`src/core/map_paging_pkg.sv`:
```
package map_paging_pkg;

    // main map write addresses, one per level of the address select pin
    localparam logic [7:0] MAIN_WR_ADDR_LOW  = 8'h40;
    localparam logic [7:0] MAIN_WR_ADDR_HIGH = 8'h42;

    // own registers and their offsets
    localparam logic [7:0] PAGE_SELECT_OFF   = 8'h0e;
    localparam logic [7:0] POSTPROC_ADDR_OFF = 8'hfd;
    localparam logic [7:0] CAMERA_ADDR_OFF   = 8'hfe;
    localparam logic [7:0] PAGE_SELECT_RST   = 8'h00;
    localparam logic [7:0] POSTPROC_ADDR_RST = 8'h00;
    localparam logic [7:0] CAMERA_ADDR_RST   = 8'h00;
    localparam int         PAGE_FIELD_LSB    = 5;
    localparam int         PAGE_FIELD_MSB    = 6;

    // page field codes
    localparam logic [1:0] PAGE_USER  = 2'h0;
    localparam logic [1:0] PAGE_INTR  = 2'h1;
    localparam logic [1:0] PAGE_USER2 = 2'h2;

    // highest subaddress; auto-increment holds here
    localparam logic [7:0] SUBADDR_MAX   = 8'hff;
    localparam logic [3:0] BITS_PER_BYTE = 4'h8;

    typedef enum logic [2:0] {
        MAP_NONE,
        MAP_USER,
        MAP_INTR,
        MAP_USER2,
        MAP_POSTPROC,
        MAP_CAMERA
    } map_e;

    typedef enum logic [3:0] {
        ST_IDLE,
        ST_ADDR,
        ST_ADDR_ACK,
        ST_SUB,
        ST_SUB_ACK,
        ST_WDATA,
        ST_WDATA_ACK,
        ST_RDATA,
        ST_RDATA_ACK
    } bus_state_e;

    // register access towards the map contents
    typedef struct packed {
        logic       writeStrobe;
        logic       readStrobe;
        map_e       map;
        logic [7:0] subaddr;
        logic [7:0] wdata;
    } reg_access_s;

endpackage : map_paging_pkg

```
`src/core/register_map_paging_decoder.sv`:
```
// How it works
// main map answers at 0x40/0x41 with select pin low, 0x42/0x43 high.
// page field 0x0E[6:5] routes main accesses: 00 user, 01 intr, 10 user2.
// all sub maps share the main address; only the page field selects.
// page field resets to the user sub map.
// host writes the page field back to user when done with other pages.
// post-processor address lives in 0xFD[7:1], resets to 0, dead while 0.
// host is advised to program the post-processor map to 0x84/0x85.
// camera-link address lives in 0xFE[7:1], resets to 0, dead while 0.
// host is advised to program the camera-link map to 0x88/0x89.
// programmed maps decode on their own address only, pin/page ignored.
// camera-link map exists only in the serial camera output variant.
// subaddress increments after each data byte, the first one included; the code holds it at 0xFF instead.
// invalid subaddress gets no acknowledge and the device goes idle.
// new page or map address takes effect from the next transaction.
`timescale 1ns/1ps
module register_map_paging_decoder #(
    parameter bit CAMERA_LINK_PRESENT = 1'b1
) (
    input  wire logic                        mclk,
    input  wire logic                        nrst,
    input  wire logic                        sclIn,
    input  wire logic                        sdaIn,
    output logic                             sdaOut,
    output logic                             sdaOe,
    input  wire logic                        address_select_pin,
    output map_paging_pkg::reg_access_s      regAccess,
    input  wire logic [7:0]                  regRdata,
    input  wire logic                        subaddrKnown,
    output logic [1:0]                       sub_map_page_field,
    output logic [7:0]                       postprocAddr,
    output logic [7:0]                       cameraAddr
);
    import map_paging_pkg::*;

    // two-stage synchronisers, third stage only for edge detection
    logic [2:0] sclSync_reg;
    logic [2:0] sdaSync_reg;
    logic [1:0] selSync_reg;

    logic [7:0]  pageSelect_reg;
    logic [7:0]  postprocAddr_reg;
    logic [7:0]  cameraAddr_reg;
    bus_state_e  state_reg;
    map_e        map_reg;
    logic        readMode_reg;
    logic [3:0]  bitCnt_reg;
    logic [7:0]  rxShift_reg;
    logic [7:0]  txShift_reg;
    logic [7:0]  subaddr_reg;
    logic        sdaOe_reg;
    logic        wrStrobe_reg;
    logic        rdStrobe_reg;
    logic [7:0]  wdata_reg;

    always_ff @(posedge mclk or negedge nrst) begin
        if (!nrst) begin
            sclSync_reg <= 3'h7;
            sdaSync_reg <= 3'h7;
            selSync_reg <= 2'h0;
        end else begin
            sclSync_reg <= {sclSync_reg[1:0], sclIn};
            sdaSync_reg <= {sdaSync_reg[1:0], sdaIn};
            selSync_reg <= {selSync_reg[0], address_select_pin};
        end
    end

    wire sclHigh  = sclSync_reg[1];
    wire sdaBit   = sdaSync_reg[1];
    wire sclRise  = sclSync_reg[1] & ~sclSync_reg[2];
    wire sclFall  = ~sclSync_reg[1] & sclSync_reg[2];
    wire startCnd = sclHigh & sclSync_reg[2] & ~sdaSync_reg[1]
                    & sdaSync_reg[2];
    wire stopCnd  = sclHigh & sclSync_reg[2] & sdaSync_reg[1]
                    & ~sdaSync_reg[2];
    wire byteDone = (bitCnt_reg == BITS_PER_BYTE);

    // address decode against the values held before this transaction
    wire [7:0] mainWrAddr  = selSync_reg[1] ? MAIN_WR_ADDR_HIGH
                                            : MAIN_WR_ADDR_LOW;
    wire [1:0] pageField   = pageSelect_reg[PAGE_FIELD_MSB:PAGE_FIELD_LSB];
    wire       mainHit     = (rxShift_reg[7:1] == mainWrAddr[7:1]);
    wire       postprocHit = (postprocAddr_reg[7:1] != 7'h00)
                             && (rxShift_reg[7:1] == postprocAddr_reg[7:1]);

    wire       cameraHit   = CAMERA_LINK_PRESENT
                             && (cameraAddr_reg[7:1] != 7'h00)
                             && (rxShift_reg[7:1] == cameraAddr_reg[7:1]);

    // page 11 is unassigned; it falls back to the user map so the
    // host can always reach the page register again
    wire map_e pageMap = (pageField == PAGE_INTR)  ? MAP_INTR :
                         (pageField == PAGE_USER2) ? MAP_USER2 :
                                                     MAP_USER;
    wire map_e addrMap = mainHit     ? pageMap :
                         postprocHit ? MAP_POSTPROC :
                         cameraHit   ? MAP_CAMERA : MAP_NONE;

    // own registers; the page register is visible from every main page
    function automatic logic ownSub(input map_e m, input logic [7:0] s);
        logic isMain;
        isMain = (m == MAP_USER) || (m == MAP_INTR) || (m == MAP_USER2);
        ownSub = (isMain && s == PAGE_SELECT_OFF)
                 || (m == MAP_USER && s == POSTPROC_ADDR_OFF)
                 || (m == MAP_USER && s == CAMERA_ADDR_OFF
                     && CAMERA_LINK_PRESENT);
    endfunction : ownSub

    wire subRxValid  = ownSub(map_reg, rxShift_reg) || subaddrKnown;
    wire subCurValid = ownSub(map_reg, subaddr_reg) || subaddrKnown;
    wire ownPage     = ownSub(map_reg, subaddr_reg)
                       && subaddr_reg == PAGE_SELECT_OFF;
    wire ownPost     = ownSub(map_reg, subaddr_reg)
                       && subaddr_reg == POSTPROC_ADDR_OFF;
    wire ownCam      = ownSub(map_reg, subaddr_reg)
                       && subaddr_reg == CAMERA_ADDR_OFF;
    wire [7:0] readByte = ownPage ? pageSelect_reg :
                          ownPost ? postprocAddr_reg :
                          ownCam  ? cameraAddr_reg : regRdata;
    // hold at the top subaddress instead of wrapping
    wire [7:0] subNext  = (subaddr_reg == SUBADDR_MAX) ? SUBADDR_MAX
                          : subaddr_reg + 8'h01;
    wire ownWrite = (state_reg == ST_WDATA) && sclFall && byteDone
                    && subCurValid;

    // map writes land between bytes; map_reg was latched at the address
    // byte, so nothing changes until the next start
    always_ff @(posedge mclk or negedge nrst) begin
        if (!nrst) begin
            pageSelect_reg   <= PAGE_SELECT_RST;
            postprocAddr_reg <= POSTPROC_ADDR_RST;
            cameraAddr_reg   <= CAMERA_ADDR_RST;
        end else if (ownWrite) begin
            if (ownPage) pageSelect_reg <= rxShift_reg;
            if (ownPost) postprocAddr_reg <= rxShift_reg;
            if (ownCam) cameraAddr_reg <= rxShift_reg;
        end
    end

    always_ff @(posedge mclk or negedge nrst) begin
        if (!nrst) begin
            state_reg    <= ST_IDLE;
            map_reg      <= MAP_NONE;
            readMode_reg <= 1'b0;
            bitCnt_reg   <= 4'h0;
            rxShift_reg  <= 8'h00;
            txShift_reg  <= 8'h00;
            subaddr_reg  <= 8'h00;
            sdaOe_reg    <= 1'b0;
            wrStrobe_reg <= 1'b0;
            rdStrobe_reg <= 1'b0;
            wdata_reg    <= 8'h00;
        end else begin
            wrStrobe_reg <= 1'b0;
            rdStrobe_reg <= 1'b0;
            if (stopCnd) begin
                state_reg <= ST_IDLE;
                sdaOe_reg <= 1'b0;
            end else if (startCnd) begin
                state_reg  <= ST_ADDR;
                bitCnt_reg <= 4'h0;
                sdaOe_reg  <= 1'b0;
            end else begin
                unique case (state_reg)
                ST_IDLE: begin
                    sdaOe_reg <= 1'b0;
                end
                ST_ADDR, ST_SUB, ST_WDATA: begin
                    if (sclRise) begin
                        rxShift_reg <= {rxShift_reg[6:0], sdaBit};
                        bitCnt_reg  <= bitCnt_reg + 4'h1;
                    end else if (sclFall && byteDone) begin
                        sdaOe_reg <= 1'b1;
                        if (state_reg == ST_ADDR) begin
                            map_reg      <= addrMap;
                            readMode_reg <= rxShift_reg[0];
                            state_reg    <= ST_ADDR_ACK;
                            if (addrMap == MAP_NONE) begin
                                sdaOe_reg <= 1'b0;
                                state_reg <= ST_IDLE;
                            end
                        end else if (state_reg == ST_SUB) begin
                            subaddr_reg <= rxShift_reg;
                            state_reg   <= ST_SUB_ACK;
                            if (!subRxValid) begin
                                sdaOe_reg <= 1'b0;
                                state_reg <= ST_IDLE;
                            end
                        end else if (subCurValid) begin
                            wrStrobe_reg <= 1'b1;
                            wdata_reg    <= rxShift_reg;
                            state_reg    <= ST_WDATA_ACK;
                        end else begin
                            sdaOe_reg <= 1'b0;
                            state_reg <= ST_IDLE;
                        end
                    end
                end
                ST_ADDR_ACK, ST_SUB_ACK, ST_WDATA_ACK: begin
                    if (sclFall) begin
                        bitCnt_reg <= 4'h0;
                        sdaOe_reg  <= 1'b0;
                        if (state_reg == ST_WDATA_ACK) begin
                            subaddr_reg <= subNext;
                            state_reg   <= ST_WDATA;
                        end else if (state_reg == ST_SUB_ACK) begin
                            state_reg <= ST_WDATA;
                        end else if (readMode_reg) begin
                            txShift_reg  <= readByte;
                            sdaOe_reg    <= ~readByte[7];
                            rdStrobe_reg <= 1'b1;
                            state_reg    <= ST_RDATA;
                        end else begin
                            state_reg <= ST_SUB;
                        end
                    end
                end
                ST_RDATA: begin
                    if (sclRise) begin
                        bitCnt_reg <= bitCnt_reg + 4'h1;
                    end else if (sclFall && byteDone) begin
                        sdaOe_reg   <= 1'b0;
                        subaddr_reg <= subNext;
                        state_reg   <= ST_RDATA_ACK;
                    end else if (sclFall) begin
                        txShift_reg <= {txShift_reg[6:0], 1'b0};
                        sdaOe_reg   <= ~txShift_reg[6];
                    end
                end
                ST_RDATA_ACK: begin
                    if (sclRise && sdaBit) begin
                        state_reg <= ST_IDLE;
                    end else if (sclFall) begin
                        bitCnt_reg   <= 4'h0;
                        txShift_reg  <= readByte;
                        sdaOe_reg    <= ~readByte[7];
                        rdStrobe_reg <= 1'b1;
                        state_reg    <= ST_RDATA;
                    end
                end
                endcase
            end
        end
    end

    // open drain: the line is only ever pulled low
    assign sdaOut                = 1'b0;
    assign sdaOe                 = sdaOe_reg;
    assign regAccess.writeStrobe = wrStrobe_reg;
    assign regAccess.readStrobe  = rdStrobe_reg;
    assign regAccess.map         = map_reg;
    assign regAccess.subaddr     = subaddr_reg;
    assign regAccess.wdata       = wdata_reg;
    assign sub_map_page_field    = pageField;
    assign postprocAddr          = postprocAddr_reg;
    assign cameraAddr            = cameraAddr_reg;

endmodule : register_map_paging_decoder

```
`config.mk`:
```
export PLATFORM = sky130hd
export DESIGN_NAME = register_map_paging_decoder
export DESIGN_NICKNAME = d
export VERILOG_FILES = /design/src/core/map_paging_pkg.sv /design/src/core/register_map_paging_decoder.sv
export SDC_FILE = /design/constraint.sdc
export NUM_CORES = 1
export LEC_CHECK = 0
export BUFFER_PORTS_ARGS = -buffer_cell sky130_fd_sc_hd__clkbuf_2
export CAP_MARGIN = 20
export CORE_MARGIN = 10
export CORE_UTILIZATION = 53
export DETAILED_ROUTE_END_ITERATION = 7
export PLACE_DENSITY = 0.77
export SYNTH_ARGS = -nofsm -noshare
export SYNTH_HDL_FRONTEND = slang
export SYNTH_SLANG_ARGS = --single-unit
```
`constraint.sdc`:
```
create_clock -name mclk -period 2.35 [get_ports mclk]
set_input_delay 0.5875 -clock mclk [delete_from_list [all_inputs] [get_ports mclk]]
set_output_delay 0.5875 -clock mclk [all_outputs]
set_load 0.01 [all_outputs]
```
# After elaboration in Yosys (flattened, before gate mapping)
# Index checks and enable logic that the tools add are counted.
# word_totals
regBits	78
out_inout_bits	41
elab_cells	220
# op_classes
add_sub_neg	2
eq_ne	50
n_mux	87
bitwise_logic	18
n_reduce_logical	46
# op_table
cell	n
$mux 8	12
$mux 7	9
$mux 4	15
$eq 8x8->1 const B	5
$mux 1	33
$ne 2x2->1 const B	15
$ne 4x4->1 const B	7
$mux 3	8
$pmux 8 s3	1
$pmux 7 s3	1
$eq 4x3->1 const B	4
$eq 8x4->1 const B	2
$logic_and 1x1->1	16
$pmux 4 s4	1
$eq 7x7->1	2
$reduce_and 7->1	2
$reduce_bool 7->1	2
$pmux 4 s3	1
$reduce_and 12->1	1
$not 1->1	11
$reduce_and 11->1	1
$ne 5x5->1 const B	2
$add 8x1->8 const B	1
$eq 4x2->1 const B	2
other kinds (26)	49

# Longest topological paths before layout
# Gate-level depths: netlist of the first run.
# depth
depth_word	18
mapped_depth	9

# Least setup slack after synthesis of the first run
# OpenSTA, ideal clock, no wires.
# synth_path
kind	flip-flop to flip-flop
from	register subaddr_reg[4]
to	register cameraAddr_reg[0] (netlist: cameraAddr[0])
setup_time_ns	0.125
arrival_ns	2.213
required_ns	2.225
slack_ns	0.013
path_stages_with_launch	6
period_less_slack_ns	2.337
cell_sequence	dfrtp_1 -> or4_4 -> o21ai_0 -> nand4_2 -> nor2_2 -> mux2_2
# synth_via
elab_chain_cells	7
elab_cells_between_ends	12
classes_between	eq/ne: 3; reduce/logical: 9
# synth_lines
element	line_no	rtl
from (decl)	register_map_paging_decoder.sv:50	logic [7:0] subaddr_reg;
from (signal assigned)	register_map_paging_decoder.sv:183	subaddr_reg <= rxShift_reg;
from (signal assigned)	register_map_paging_decoder.sv:204	subaddr_reg <= subNext;
from (signal assigned)	register_map_paging_decoder.sv:223	subaddr_reg <= subNext;
$eq 8x4->1 / $eq 8x8->1 (equally long branches)	register_map_paging_decoder.sv:103, register_map_paging_decoder.sv:104	
$logic_and 1x1->1 (on tied branches)	register_map_paging_decoder.sv:103, register_map_paging_decoder.sv:104	
$logic_or 1x1->1	register_map_paging_decoder.sv:104	|| (m == MAP_USER && s == POSTPROC_ADDR_OFF)
$logic_or 1x1->1	register_map_paging_decoder.sv:105	|| (m == MAP_USER && s == CAMERA_ADDR_OFF
$logic_or 1x1->1	register_map_paging_decoder.sv:110	wire subCurValid = ownSub(map_reg, subaddr_reg) || subaddrKnown;
$logic_and 1x1->1	register_map_paging_decoder.sv:124	&& subCurValid;
$reduce_and 2->1 (no source line) *	n/a	
to (signal assigned)	register_map_paging_decoder.sv:136	if (ownCam) cameraAddr_reg <= rxShift_reg;
to (decl)	register_map_paging_decoder.sv:43	logic [7:0] cameraAddr_reg;
# Every way passes the cells marked *; elsewhere a longest branch is shown, timed or not.
# A chain may end at the register's enable or synchronous reset.

# Worst setup path after layout of the first run
# layout_path
from	register bitCnt_reg[0]
to	register state_reg[2]
# layout_via
elab_chain_cells	4
elab_cells_between_ends	5
classes_between	eq/ne: 3; reduce/logical: 2
# layout_lines
element	line_no	rtl
from (decl)	register_map_paging_decoder.sv:47	logic [3:0] bitCnt_reg;
from (signal assigned)	register_map_paging_decoder.sv:171	bitCnt_reg <= bitCnt_reg + 4'h1;
from (signal assigned)	register_map_paging_decoder.sv:220	bitCnt_reg <= bitCnt_reg + 4'h1;
$eq 4x4->1 *	register_map_paging_decoder.sv:76	wire byteDone = (bitCnt_reg == BITS_PER_BYTE);
$logic_and 1x1->1 *	register_map_paging_decoder.sv:172, register_map_paging_decoder.sv:221	
$ne 4x4->1 (no source line)	n/a	
$reduce_and 7->1 (no source line) *	n/a	
to (signal assigned)	register_map_paging_decoder.sv:177	state_reg <= ST_ADDR_ACK;
to (signal assigned)	register_map_paging_decoder.sv:180	state_reg <= ST_IDLE;
to (signal assigned)	register_map_paging_decoder.sv:224	state_reg <= ST_RDATA_ACK;
to (decl)	register_map_paging_decoder.sv:44	bus_state_e state_reg;
# Marks and branches as above.

==> results.md, run 1 <==
- The number of global-route vias before repair is between 3,000 and 4,000.
- The critical setup path kind is flop to flop.
- The fraction of the yosys area taken by sequential cells is 0.4468.
- With fillers left out, the area of the finished cells amounts to between 5000 and 6000 um2.
- The most instantiated library cell after synthesis is dfrtp_1.
- The sum of routed wire length over all layers is 12,400 um.
- The row count is 33.
- The total number of nets in the final design is 547.
- The clock transition at the register clock pins on the worst setup and hold paths after CTS is approximately 80 ps.
- The placer's final routability congestion estimate is slightly above 0.9.
- The most used flip-flop cell after synthesis is dfrtp_1.
- The worst clock skew is 10.19 ps.
- Across every metal layer, demand over resource in global routing totals 0.1950.
- For this block, the via count after detailed routing is 3,857.
- In this run the worst path has a maximum fanout of 4.
- The clock insertion delay at the later pin of the skew report is between 300 and 400 ps.
- The count of endpoints failing hold in the final timing report came to 0.
- The cell area power density is between 1000 and 1500 nW/um2.
- The buffers plus inverters on the worst setup path is 2.
- Of all flip-flops after synthesis, the portion carrying an async set or reset was 1.000.
- The data arrival time of the worst path is between 2000 and 3000 ps.
- The height of the die is ~110 um.
- The layout-stage area growth over the synthesis result is 24.05%.
- After global routing the overflow that remains totals 0.
- The count of port buffers added during placement is between 50 and 60.
- The detailed-routing wirelength on met1 is 5216 um.
- The die covers around 12,000 um2.
- The design draws 5.659 mW.
- A synthesized cell averages between 10 and 15 um2.
- After clock tree synthesis, the flow added hold-fix buffers numbering 0.
- The worst setup path is captured at a flop.
- The number of enable flip-flop cells after synthesis is 0.
- When the netlist entered floorplanning its net count stood at 454.
- In this run the cell area measured after placement is 5071 um2.
- The CTS sink count is 78.
- Broken down by cell family, the worst path's largest delay share belongs to compound AO/OA/AOI/OAI gates.
- The top-level port count is 55.
- The peak ir drop on the vdd network is 0.9428 mV.
- At the pin with the least slew margin, the transition time is roughly 570 ps.
- The wire length on met3 is 707 um.
- The netlist area before placement is ~4400 um2.
- The max-slew violation count is 0.
- In the final routed layout, each cell accounts on average for ~20 um.
- The share of cells above drive strength 1 is 0.3816.
- Dividing the final minimum period by the clock period gives 0.9692.
- The routed length on met2 is slightly above 6000 um.
- Based on the critical path, the design can be clocked at up to 439.1 MHz.
- The die is roughly 110 um wide.
- The required time at the endpoint of the critical path is between 2000 and 3000 ps.
- In this design, the stage delay of the slowest critical-path cell is between 300 and 400 ps.
- The final-report setup violation count is 0.
- In this run the worst hold path is classified as input port to async pin.
- 0 antenna diodes ended up in the layout.
- The yosys synthesis warning count is 0.
- The reported max-cap violation count is 0.
- The cell taking the most area after synthesis is dfrtp_1.
- The startpoint type of the worst setup path is a flop.
- The setup TNS after final layout is 0 ps.
- The number of unique standard cell types used by synthesis is 67.
- The buffer depth of the longest clock path is 2.
- Of the post-synthesis cell area, the dominant cell type holds 0.4108.
- The maximum number of pins on one net before global-route repair is 45.
- The highest metal layer used by the detailed router is met4.
- The effective utilization at floorplan is 0.5391.
- The worst path setup slack after routing is ~72 ps.
- The DRC violation count after routing is 0.
- The TritonCTS clock tree is yes.
- The flow ran to the end, and the final reports show no timing, DRC or antenna violations.
- The iteration-0 DRC count of the detailed router is between 300 and 400.
- Clock tree synthesis inserted a total of 9 buffers.
- Ranked by total cell area, the synthesized netlist is headed by dfrtp_1 (41%), mux2_2 (11%), dfstp_2 (3.6%).
- Setup repair after global routing left no endpoint under its margin.
- The length of the first detailed-routing pass in iterations is 5.
- The signal on the critical path passes through inv_2 > ha_4 > nand2_2 > or3_4 > buf_4 > a31o_2 > a222oi_1 > o21ba_2 > mux2_2.
- The flip-flop and latch count after synthesis is just under 80.
- Counting instances in the post-synthesis netlist gives the leading cell types as dfrtp_1 (72), mux2_2 (42), nand2_1 (38), a21oi_1 (24), nor2_1 (22).
- The leakage power total is between 2 and 3 nW.
- The number of instances in the synthesized netlist is 434.
- CTS placed an instance of clkbuf_8 at the clock tree root.
- The first-pass GRT wire length is 20,130 um.
- The critical-path cell with the highest stage delay is dfrtp_1.
- The area of the core region is ~8100 um2.
- The initial antenna violation count came to 0.
- The time the worst path needs with I/O delays and setup is approximately 2300 ps.
- The H-tree depth is 3.
- The half-perimeter wire length after detailed placement is 9058 um.
- In this run the remaining antenna-violating nets after routing total 0.
- Timing analysis after detailed placement gives a worst setup slack of -96.55 ps.
- Measured against its own limit, the worst slew margin works out to 0.6214.
- The via count normalized by instance count is approximately 6.1.
cell usage in the layout (no fill, tap or decap), types with 9 or more instances in the layout:
cell | netlist | routed
nand2_1 | 38 | 37
clkbuf_2 | 0 | 52
a21oi_1 | 24 | 24
nor2_1 | 22 | 22
mux2i_1 | 12 | 12
buf_4 | 5 | 54
inv_1 | 17 | 15
mux2_2 | 42 | 42
o21ai_0 | 18 | 17
xnor2_1 | 9 | 9
clkbuf_8 | 0 | 10
nand3_1 | 12 | 12
nand4_1 | 9 | 9
dfrtp_1 | 72 | 70
nor3_1 | 10 | 9
logic make-up (layout without fill, tap and decap cells):
| kind of cell | count (synthesis) | in the layout | synth area share |
|---|---|---|---|
| other | 1 | 1 | 0.0008551 |
| AO/OA/AOI/OAI | 94 | 94 | 0.1518 |
| multiplexers | 54 | 54 | 0.1352 |
| adder cells (fa/ha/maj) | 7 | 7 | 0.01940 |
| XOR/XNOR | 17 | 17 | 0.03395 |
| AND/OR/NAND/NOR | 138 | 138 | 0.1686 |
| flip-flops | 78 | 78 | 0.4468 |
| buffers and inverters | 45 | 143 | 0.04337 |
power by group:
| group | internal [mW] | switching (mW) | total, mW |
|---|---|---|---|
| Sequential | 1.59 | 0.362 | 1.95 |
| Clock | 0.744 | 0.526 | 1.27 |
| Combinational | 1.15 | 1.29 | 2.44 |
| Total | 3.48 | 2.18 | 5.66 |
per-layer routing:
metal | up-vias | global-route usage
li1 | 1763 | -
met1 | 1903 | 0.2415
met2 | 158 | 0.3235
met3 | 33 | 0.03626
met4 | 0 | 0.08333
met5 | - | 0
path summary, 6_finish.rpt:
path                                start        endpoint  slack [ps]  cells after the start
max                         bitCnt_reg[0]    state_reg[2]          70                      9
min in group mclk                   sclIn  sclSync_reg[0]         310                      1
min reg2reg                sclSync_reg[0]  sclSync_reg[1]         360                      0
min                                  nrst  subaddr_reg[0]         190                      1
max reg2reg                 bitCnt_reg[0]    state_reg[2]          70                      9
max in group asynchronous            nrst  sdaSync_reg[2]        1510                      2
final cells by class:
| class | count | area, um2 |
|---|---|---|
| fill | 625 | 2694 |
| multi-input combinational | 311 | 2282 |
| sequential | 78 | 1962 |
| timing repair buffer | 110 | 745.7 |
| clock buffer | 10 | 137.6 |
| tap | 105 | 131.4 |
| clock inverter | 6 | 117.6 |
| inverter | 17 | 63.81 |
what timing repair did:
action	CTS	global route
resized for setup	1	16
setup buffers	3	4
endpoints found under the setup margin	23	40
pin swaps	2	2
per-stage QoR:
step,std cells,util,hold slack [ps]
2_1_floorplan,434,-,291.9
3_3_place_gp,614,0.6234,344.8
3_5_place_dp,614,0.6234,344.8
4_1_cts,633,0.6593,193.8
5_1_grt,637,0.6688,205.5
6_report,637,0.6688,192.5
(Power assumes the default switching activity.)
==> run 2, diff against run 1 <==
==> constraint.sdc (replaced) <==
create_clock -name mclk -period 2.35 [get_ports mclk]
set_input_delay 0.3525 -clock mclk [delete_from_list [all_inputs] [get_ports mclk]]
set_output_delay 0.3525 -clock mclk [all_outputs]
set_load 0.01 [all_outputs]
==> results.md, run 2 (synthesis gave the netlist of run 1 again) <==
- Setup repair after global routing could not meet its margin everywhere.
- The floorplan step defined a die boundary enclosing 12,310 um2.
- The startpoint identified for the worst register-to-register timing path is bitCnt_reg[1].
- The startpoint type of the worst setup path is a flop.
- The max-slew violation count is 0.
- In this run the count of I/O pins placed on the die edge is 55.
- Relative to the synthesized area, the layout overhead comes to 23.65%.
- Measured in cells, the most critical reg-to-reg path has a length of 9.
- The number of vias in the routed layout is ~3,800.
- The type of destination of the critical path is a flop.
- Along the worst hold path, the cell count comes to 1.
- Clock-pin slew was measured on the worst setup and hold paths at 80 ps.
- The clock insertion delay at the later pin of the skew report is between 300 and 400 ps.
- The area of combinational cells with multiple inputs is around 2300 um2.
- The initial antenna violation count is 0.
- The hold path endpoint is sclSync_reg[0].
- Summing all non-filler instances in the final layout gives an area of about 5400 um2.
- The library cells used most frequently in the layout, excluding fill and tap cells, are dfrtp_1 (71), clkbuf_2 (52), buf_4 (50).
- At the end of the flow, the number of nets in the layout was 545.
- For the final routed database, the setup TNS stands at 0 ps.
- The final-layout fill cell count is roughly 620.
- Of the cells placed in the final design, the portion with a size suffix greater than 1 is 0.3679.
- For this run the aggregate overflow at the end of global routing stands at 0.
- The cell area power density is roughly 1000 nW/um2.
- The row count is 33.
- After detailed routing, the number of vias per cell comes to around 6.
- The net switching power is ~2.1 mW.
- The post-place instance area is ~5000 um2.
- The startpoint identified for the worst hold timing path is sclIn.
- The half-perimeter wire length after detailed placement is slightly below 9000 um.
- The number of global-route vias before repair was roughly 3,800.
- The maximum number of pins on one net before global-route repair is 47.
- The switching share of power is 0.3824.
- The core region is between 8000 and 9000 um2.
- For the worst setup path, the data arrival time is around 2600 ps.
- The worst-case IR drop observed on VDD is slightly above 0.7 mV.
- Clock tree synthesis selected as its root buffer the cell clkbuf_8.
- The run finished with clean final reports.
- For flop-to-flop paths, the worst setup slack is around 7.8 ps.
- In this run the tightest slew margin relative to its limit is 0.5814.
- Between clock sinks in the finished design, the worst skew comes to approximately 14 ps.
- Measured along the y axis, the die boundary spans about 110 um.
- In the finished design, the share of the clock period the worst path needs comes to 0.9967.
- In the final layout, flip-flops and latches occupy between 1500 and 2000 um2.
- The iteration-0 DRC count of the detailed router is 285.
- For the pin with the worst max-slew slack, the measured transition is between 600 and 700 ps.
- The final-report setup violation count is 0.
- The sum of routed wire length over all layers is between 10,000 and 15,000 um.
- The post-layout total power is 5.582 mW.
- Data on the critical path is required at its endpoint by roughly 2600 ps.
- Measured along the x axis, the die boundary spans 111.0 um.
- After detailed routing, the average wire length per cell comes to about 19 um.
- The count of nets left with antenna violations once routing finished came out at 0.
- The cell-internal power is 3.447 mW.
- The reported max-cap violation count is 0.
- The H-tree was split into 3 levels.
- The routed design could run at a clock period as short as 2342 ps.
- Based on the critical path, the design can be clocked at up to 427.0 MHz.
- In this run the critical register-to-register path is captured at state_reg[3].
- The part of the total power dissipated in sequential elements is 0.351.
- The leakage power total is between 2 and 3 nW.
- The number of antenna diodes in the final layout is 0.
- Of the total power, combinational logic draws 0.424.
- The min-delay analysis places its worst path in the category input port to flop.
- The number of clock buffers added by TritonCTS is 9.
- The buffer depth of the longest clock path is 2.
- In this run the tool buffered the top-level ports with 53 buffer cells.
- Setup slack on the critical path of the routed design comes to about 7.8 ps.
- Timing analysis after detailed placement gives a worst setup slack of -62.83 ps.
- The clock drives slightly below 80 sinks.
- The first-pass GRT wire length is about 19,000 um.
- The count of endpoints failing hold in the final timing report is 0.
- In the global route stage, overall resource usage came out at 0.1890.
- For this run, design rule violations remaining after detail routing come to 0.
- The TritonCTS clock tree is yes.
- The length of the first detailed-routing pass in iterations is 5.
- The final hold slack is between 70 and 80 ps.
- The placer's final routability congestion estimate is 0.9153.
- The initial utilization of the core area, before any placement, comes to 0.5391.
- The share of total power dissipated in the clock network is 0.225.
- The worst setup path is of the flop to flop kind.
- The leading cell type in the layout, fill and taps excluded is dfrtp_1.
- The maximum fanout along the worst path is 4.
==> run 2: worst max path at each step <==
stage | cells after the start | start | slack, ps | end
after CTS | 9 | bitCnt_reg[0] | 20 | state_reg[3]
after floorplan | 5 | subaddr_reg[4] | 10 | cameraAddr[0]
after global routing | 9 | bitCnt_reg[1] | -110 | state_reg[3]
after detailed placement | 7 | bitCnt_reg[0] | -60 | postprocAddr[5]
final | 9 | bitCnt_reg[1] | 8 | state_reg[3]
after global placement | 7 | bitCnt_reg[0] | -10 | postprocAddr[1]
==> run 2: metrics by stage <==
step,instances,util
after floorplan,434,-
after global placement,614,0.6234
after CTS,632,0.6576
after detailed placement,614,0.6234
after global routing,635,0.6667
final,635,0.6667
==> run 2: repair_timing <==
| item | in CTS | in global routing |
|---|---|---|
| pin swaps | 1 | 3 |
| endpoints found under the hold margin | 26 | 0 |
| endpoints found under the setup margin | 8 | 34 |
| hold buffers | 1 | 0 |
| setup buffers | 1 | 3 |
| gates resized for setup | 0 | 14 |
==> run 2: critical path, cell delays in order, from the launching register on <==
cell and delay (ps):
dfrtp_1 420, inv_2 100, ha_4 140, nand2_4 50, or3_4 340, buf_6 130
a31o_4 220, a222oi_1 250, o21ba_2 260, mux2_4 310
==> run 2: layout make-up <==
type                            count  share of cell area
Tap cell                          105             0.02423
Multi-Input combinational cell    311              0.4209
Clock buffer                       11             0.02607
Timing Repair Buffer              108              0.1359
Inverter                           17             0.01177
Sequential cell                    78              0.3616
Clock inverter                      5             0.01961
==> run 2: power by group through the flow <==
| stage | Combinational [mW] | Sequential [mW] | Clock (mW) |
|---|---|---|---|
| finish | 2.37 | 1.96 | 1.25 |
| global route | 2.59 | 2.00 | 1.33 |
| CTS | 2.24 | 1.94 | 1.27 |
| detailed placement | 2.22 | 1.97 | 0 |
| global placement | 2.17 | 1.95 | 0 |
| floorplan | 1.50 | 1.82 | 0 |
==> run 2: metal layers <==
layer  track usage  routed length [um]  up-vias
met1        0.2379                5099     1885
met4       0.06424                 251        0
met3       0.04167                 808       29
li1              -                   -     1756
met5             0                   0        -
met2        0.3117                6025      165
